### src/include/dca_params.svh
// Constants for the command and address decoder
`ifndef DCA_PARAMS_SVH
`define DCA_PARAMS_SVH
`define DCA_BANKS 8
`define DCA_BA_W 3
`define DCA_ADDR_W 14
`define DCA_COL_W 10
`define DCA_AP_BIT 10
`define DCA_BC_BIT 12
`define DCA_ROW_RST 14'h0000
`endif

### src/include/dca_pkg.sv
// Types for the command and address decoder
package dca_pkg;
    typedef enum logic [2:0] {
        DCA_CMD_NOP = 3'b000,
        DCA_CMD_ACT = 3'b001,
        DCA_CMD_PRE = 3'b010,
        DCA_CMD_RD = 3'b011,
        DCA_CMD_WR = 3'b100,
        DCA_CMD_MRS = 3'b101,
        DCA_CMD_OTHER = 3'b110,
        DCA_CMD_DESEL = 3'b111
    } dca_cmd_e;
endpackage : dca_pkg

### src/rtl/dca_cmd_decode.sv
// Combinational command truth table
`timescale 1ns/1ps
`default_nettype none
module dca_cmd_decode (
    // Strobes
    input wire logic cs_n_in,
    input wire logic ras_n_in,
    input wire logic cas_n_in,
    input wire logic we_n_in,
    // Decoded command
    output var dca_pkg::dca_cmd_e cmd_out
);
    wire [3:0] code = {cs_n_in, ras_n_in, cas_n_in, we_n_in};
    assign cmd_out =
        code[3] ? dca_pkg::DCA_CMD_DESEL :
        (code == 4'h3) ? dca_pkg::DCA_CMD_ACT :
        (code == 4'h2) ? dca_pkg::DCA_CMD_PRE :
        (code == 4'h5) ? dca_pkg::DCA_CMD_RD :
        (code == 4'h4) ? dca_pkg::DCA_CMD_WR :
        (code == 4'h0) ? dca_pkg::DCA_CMD_MRS :
        (code == 4'h7) ? dca_pkg::DCA_CMD_NOP :
        dca_pkg::DCA_CMD_OTHER;
endmodule : dca_cmd_decode
`default_nettype wire

### src/rtl/dca_decoder.sv
// Command and address decode front end with per-bank open-row tracking
`timescale 1ns/1ps
`default_nettype none
`include "dca_params.svh"
module dca_decoder #(
    parameter int BANKS = `DCA_BANKS,
    parameter int BA_W = `DCA_BA_W,
    parameter int ADDR_W = `DCA_ADDR_W,
    parameter int COL_W = `DCA_COL_W
) (
    // Clock, reset, enable
    input wire logic clk_in,
    input wire logic reset_n_in,
    input wire logic clk_en_in,
    // Command and address pins
    input wire logic cs_n_in,
    input wire logic ras_n_in,
    input wire logic cas_n_in,
    input wire logic we_n_in,
    input wire logic [BA_W-1:0] bank_in,
    input wire logic [ADDR_W-1:0] addr_in,
    // Decoded command as one-cycle strobes, then bank and held row, column and opcode fields
    output logic act_out,
    output logic pre_out,
    output logic pre_all_out,
    output logic rd_out,
    output logic wr_out,
    output logic mrs_out,
    output logic [BA_W-1:0] bank_out,
    output logic [ADDR_W-1:0] row_out,
    output logic [COL_W-1:0] col_out,
    output logic auto_pre_out,
    output logic burst_chop_out,
    output logic [ADDR_W-1:0] opcode_out,
    // Bank state
    output logic [BANKS-1:0] bank_open_out
);
    // Pins cross from the controller's domain; two stages before any decode
    logic [3:0] strb_s1_r, strb_s2_r;
    logic [BA_W-1:0] ba_s1_r, ba_s2_r;
    logic [ADDR_W-1:0] a_s1_r, a_s2_r;

    always_ff @(posedge clk_in or negedge reset_n_in) begin
        if (!reset_n_in) begin
            strb_s1_r <= 4'hF;
            strb_s2_r <= 4'hF;
            ba_s1_r <= '0;
            ba_s2_r <= '0;
            a_s1_r <= '0;
            a_s2_r <= '0;
        end else if (clk_en_in) begin
            strb_s1_r <= {cs_n_in, ras_n_in, cas_n_in, we_n_in};
            strb_s2_r <= strb_s1_r;
            ba_s1_r <= bank_in;
            ba_s2_r <= ba_s1_r;
            a_s1_r <= addr_in;
            a_s2_r <= a_s1_r;
        end
    end

    dca_pkg::dca_cmd_e cmd;
    dca_cmd_decode u_dec (
        .cs_n_in(strb_s2_r[3]),
        .ras_n_in(strb_s2_r[2]),
        .cas_n_in(strb_s2_r[1]),
        .we_n_in(strb_s2_r[0]),
        .cmd_out(cmd)
    );

    wire is_act = (cmd == dca_pkg::DCA_CMD_ACT);
    wire is_pre = (cmd == dca_pkg::DCA_CMD_PRE);
    wire is_rd = (cmd == dca_pkg::DCA_CMD_RD);
    wire is_wr = (cmd == dca_pkg::DCA_CMD_WR);
    wire is_mrs = (cmd == dca_pkg::DCA_CMD_MRS);
    wire is_col = is_rd | is_wr;
    wire ap_bit = a_s2_r[`DCA_AP_BIT];
    wire pre_all = is_pre & ap_bit;
    wire auto_pre = is_col & ap_bit;
    wire chop = is_col & ~a_s2_r[`DCA_BC_BIT];

    // Bank open map; a NOP or deselect leaves it untouched
    logic [BANKS-1:0] open_r;
    genvar g;
    generate
        for (g = 0; g < BANKS; g++) begin : g_bank
            wire hit = (ba_s2_r == BA_W'(g));
            wire set_open = is_act & hit;
            // Auto-precharge closes the bank at the access; burst length is not modelled
            wire close = (is_pre & (ap_bit | hit)) | (auto_pre & hit);
            always_ff @(posedge clk_in or negedge reset_n_in) begin
                if (!reset_n_in) begin
                    open_r[g] <= 1'b0;
                end else if (clk_en_in) begin
                    if (set_open) begin
                        open_r[g] <= 1'b1;
                    end else if (close) begin
                        open_r[g] <= 1'b0;
                    end
                end
            end
        end
    endgenerate

    // One short register per output; strobes last exactly one enabled cycle
    always_ff @(posedge clk_in or negedge reset_n_in) begin
        if (!reset_n_in) begin
            act_out <= 1'b0;
        end else if (clk_en_in) begin
            act_out <= is_act;
        end
    end

    always_ff @(posedge clk_in or negedge reset_n_in) begin
        if (!reset_n_in) begin
            pre_out <= 1'b0;
        end else if (clk_en_in) begin
            pre_out <= is_pre;
        end
    end

    always_ff @(posedge clk_in or negedge reset_n_in) begin
        if (!reset_n_in) begin
            pre_all_out <= 1'b0;
        end else if (clk_en_in) begin
            pre_all_out <= pre_all;
        end
    end

    always_ff @(posedge clk_in or negedge reset_n_in) begin
        if (!reset_n_in) begin
            rd_out <= 1'b0;
        end else if (clk_en_in) begin
            rd_out <= is_rd;
        end
    end

    always_ff @(posedge clk_in or negedge reset_n_in) begin
        if (!reset_n_in) begin
            wr_out <= 1'b0;
        end else if (clk_en_in) begin
            wr_out <= is_wr;
        end
    end

    always_ff @(posedge clk_in or negedge reset_n_in) begin
        if (!reset_n_in) begin
            mrs_out <= 1'b0;
        end else if (clk_en_in) begin
            mrs_out <= is_mrs;
        end
    end

    // Bank follows every enabled cycle; qualify it with a strobe before use
    always_ff @(posedge clk_in or negedge reset_n_in) begin
        if (!reset_n_in) begin
            bank_out <= '0;
        end else if (clk_en_in) begin
            bank_out <= ba_s2_r;
        end
    end

    // Row, column and opcode keep their last value so a consumer may read them late; auto-precharge and chop are strobes
    always_ff @(posedge clk_in or negedge reset_n_in) begin
        if (!reset_n_in) begin
            row_out <= `DCA_ROW_RST;
        end else if (clk_en_in && is_act) begin
            row_out <= a_s2_r;
        end
    end

    always_ff @(posedge clk_in or negedge reset_n_in) begin
        if (!reset_n_in) begin
            col_out <= '0;
        end else if (clk_en_in && is_col) begin
            col_out <= a_s2_r[COL_W-1:0];
        end
    end

    always_ff @(posedge clk_in or negedge reset_n_in) begin
        if (!reset_n_in) begin
            auto_pre_out <= 1'b0;
        end else if (clk_en_in) begin
            auto_pre_out <= auto_pre;
        end
    end

    always_ff @(posedge clk_in or negedge reset_n_in) begin
        if (!reset_n_in) begin
            burst_chop_out <= 1'b0;
        end else if (clk_en_in) begin
            burst_chop_out <= chop;
        end
    end

    always_ff @(posedge clk_in or negedge reset_n_in) begin
        if (!reset_n_in) begin
            opcode_out <= '0;
        end else if (clk_en_in && is_mrs) begin
            opcode_out <= a_s2_r;
        end
    end

    always_ff @(posedge clk_in or negedge reset_n_in) begin
        if (!reset_n_in) begin
            bank_open_out <= '0;
        end else if (clk_en_in) begin
            bank_open_out <= open_r;
        end
    end
endmodule : dca_decoder
`default_nettype wire

### config.mk
export PLATFORM = sky130hd
export DESIGN_NAME = dca_decoder
export DESIGN_NICKNAME = d
export VERILOG_FILES = /design/src/include/dca_pkg.sv /design/src/rtl/dca_cmd_decode.sv /design/src/rtl/dca_decoder.sv
export VERILOG_INCLUDE_DIRS = /design/src /design/src/include
export SDC_FILE = /design/constraint.sdc
export NUM_CORES = 1
export LEC_CHECK = 0
export BUFFER_PORTS_ARGS = -buffer_cell sky130_fd_sc_hd__buf_2
export CAP_MARGIN = 25
export CORE_UTILIZATION = 59
export CTS_BUF_LIST = sky130_fd_sc_hd__clkbuf_16
export CTS_CLUSTER_DIAMETER = 150
export CTS_CLUSTER_SIZE = 40
export DETAILED_ROUTE_END_ITERATION = 12
export PLACE_DENSITY = 0.93
export SETUP_SLACK_MARGIN = 0.02
export SLEW_MARGIN = 15
export SYNTH_ARGS = -nofsm -noshare
export SYNTH_HDL_FRONTEND = slang
export SYNTH_SLANG_ARGS = --single-unit
### constraint.sdc
create_clock -name clk_in -period 3 [get_ports clk_in]
set_clock_uncertainty 0.05 [all_clocks]
set_input_delay 0.45 -clock clk_in [delete_from_list [all_inputs] [get_ports clk_in]]
set_output_delay 0.45 -clock clk_in [all_outputs]
set_load 0.05 [all_outputs]
==> results.yml <==
outcome:
  status: "finished clean"
placement:
  io_buffer_count: 80
  dpl_cell_area_mm2: 0.00472
  gp_congestion: 0.824
  post-place-ws_ns: 0.695
  dp_cells: 450
  dp_hpwl_mm: 5.33
sta:
  setup_viol: 0
  rsz0062_at_grt: "false"
  slew_headroom: 0.406
  finalWorstSetupSlack_ns: 0.861
  fmax_ghz: 0.468
  finalHoldWorstSlack_ns: 0.177
  setup_tns_ns: 0
  tightest_slew_ns: 0.890
  hold_viol_final: 0
  finalCriticalPeriod_ns: 2.14
  slew_viol_final: 0
  period_share: 0.713
logic_synthesis:
  synth_top_family_by_area: "multiplexers"
  syn_inst: 286
  yosysWarnings: 0
  synth.area.top_cells: "dfrtp_1 (58%), mux2_2 (21%), dfstp_2 (5.0%)"
  avgSynthCellArea_um2: 14.8
  synth-adder-area-share: 0
  ys_ff_latch: 107
  synth_compound_area_frac: 0.0463
  muxShareOfSynthArea: 0.239
  ys_types: 31
  synth_seq_area_share: 0.634
  synthXorXnorAreaFrac: 0
  mappedNetlistNets: 310
  synth_largest_area_cell: "dfrtp_1"
  synth_area_mm2: 0.00424
  synth_top_cell_area_share: 0.584
  synthSimpleGateAreaFrac: 0.0510
routing:
  drc: 0
  postRouteAntennaNets: 0
  wirelength_mm: 8.15
  vias: 2571
  drtIter0Drc: 160
  routed_via_density: 5.52
  wl_per_cell_um: 17.5
  dr.pass1.iters: 4
job:
  cap_violations: 0
global_route:
  grt_overflow: 0
  antenna_found_initial: 0
  grt_max_degree: 75
  first_global_vias: 2595
  grt.total_usage: 0.239
  grt_first_pass_wirelength_mm: 13.3
power_and_ir_drop:
  finalPower_mw: 4.96
  power_switching_mw: 2.03
  pwr-share-clk: 0.242
  peakVddDrop_v: 0.000613
  power_density_mw_per_mm2: 987
  swShare: 0.410
  combPwrFrac: 0.350
  p_leak_nw: 2.31
  pwr-share-seq: 0.408
  internal_power_mw: 2.92
die:
  ios: 81
  start_util: 0.617
  chipWidth_um: 86.8
  rows: 30
  design.die.area_mm2: 0.00753
  coreArea_mm2: 0.00687
  die_y_um: 86.8
final_layout:
  fin_area_mm2: 0.00502
  utilization: 0.731
  layout_commonest_cell: "dfrtp_1"
  nNetsFinal: 389
  n_fill_cell: 459
  final_cell_mix: "dfrtp_1 (99), mux2_2 (80), buf_2 (79)"
  n_antenna_cell: 0
  final_cells: 466
  drive_above_1_share: 0.524
  area_growth_pct: 18.4
clocking:
  cts_hold_buf: 0
  clockBufferDepth: 2
  h-tree-depth: 3
  tritoncts: "done"
  clockRootBuffer: "clkbuf_16"
  cts_sinks: 107
  clk_pin_slew_ns: 0.07
  post_cts_resized: 0
  cts_setup_buffers: 0
  clk_latency_ns: 0.34
  numCtsBuffers: 9
setup_path:
  crit_type: "register to register"
  worstPathMaxFanout: 15
  cp.required_ns: 3.18
  endpoint_kind: "register"
  cp-start-kind: "register"
  crit_arrival_ns: 2.32
worst_hold_path:
  hold_class: "input pin to asynchronous set/reset pin"
cell type report:
| cell class | instances | area [um2] | share of cell area |
|---|---|---|---|
| Sequential cell | 107 | 2690 | 0.535 |
| Multi-Input combinational cell | 150 | 1430 | 0.284 |
| Timing Repair Buffer | 84 | 433 | 0.0862 |
| Clock buffer | 9 | 225 | 0.0448 |
| Tap cell | 96 | 120 | 0.0239 |
| Clock inverter | 7 | 81.3 | 0.0162 |
| Inverter | 13 | 48.8 | 0.00972 |
cells in the mapped netlist:
master / count
or3b_2: 1
a21oi_2: 1
nor4b_1: 1
nand3_1: 2
and3_1: 1
dfstp_2: 8
o211ai_1: 7
mux2_1: 10
buf_6: 1
nand4_1: 7
buf_2: 3
clkbuf_1: 10
and2_1: 2
o21ai_0: 5
a22o_1: 3
inv_1: 13
nor2_1: 4
or2_2: 1
nor3b_4: 1
mux2_2: 80
nand2b_1: 2
nand2_1: 5
a21o_1: 3
or4b_1: 1
nand2_2: 1
buf_4: 2
dfrtp_1: 99
nor2b_1: 3
nor3b_2: 1
o221ai_1: 7
nand3b_1: 1
critical path, stage by stage (launching register included):
cell and delay, ns:
dfstp_2 0.59, and2_1 0.30, and2_1 0.67, mux2_2 0.42
per-layer routing:
layer | vias up | share of wire | GRT usage
li1 | 1184 | - | -
met1 | 1307 | 0.44 | 0.309
met2 | 70 | 0.51 | 0.399
met3 | 10 | 0.035 | 0.0543
met4 | 0 | 0.012 | 0.0803
met5 | - | 0 | 0
sequential cells by signal, indices dropped and copies added, names as in the netlist, 3 cells and up:
signal / count
ba_s1_r: 3
opcode_out: 14
row_out: 14
ba_s2_r: 3
a_s1_r: 14
open_r: 8
strb_s2_r: 4
a_s2_r: 14
strb_s1_r: 4
bank_out: 3
col_out: 10
bank_open_out: 8
cell families (layout without fill, tap and decap cells):
family,Yosys count,after routing
mux,90,90
buf+inv,29,113
compound gates,26,26
simple gates,34,34
flops,107,107
power groups by stage:
stage          Combinational, mW  Clock (mW)  Sequential, mW
2_1_floorplan              0.389           0            2.94
4_1_cts                     1.75        1.21            2.02
5_1_grt                     1.81        1.27            2.06
6_report                    1.74        1.20            2.02
3_3_place_gp                1.70           0            2.02
3_5_place_dp                1.74           0            2.04
worst paths after layout:
check                                         startpoint                           end  slack (ns)  depth (start not counted)
worst min-delay path                          reset_n_in  bank_open_out[5]$_DFFE_PN0P_        0.18                          1
min in group clk_in                           addr_in[0]         a_s1_r[0]$_DFFE_PN0P_        0.28                          2
max in group asynchronous                     reset_n_in         a_s2_r[7]$_DFFE_PN0P_        1.94                          2
worst max-delay path            strb_s2_r[1]$_DFFE_PN1P_        row_out[1]$_DFFE_PN0P_        0.86                          3
worst max register to register  strb_s2_r[1]$_DFFE_PN1P_        row_out[1]$_DFFE_PN0P_        0.86                          3
worst min register to register   row_out[11]$_DFFE_PN0P_       row_out[11]$_DFFE_PN0P_        0.43                          1
No activity file was read; power rests on OpenSTA's default activity.
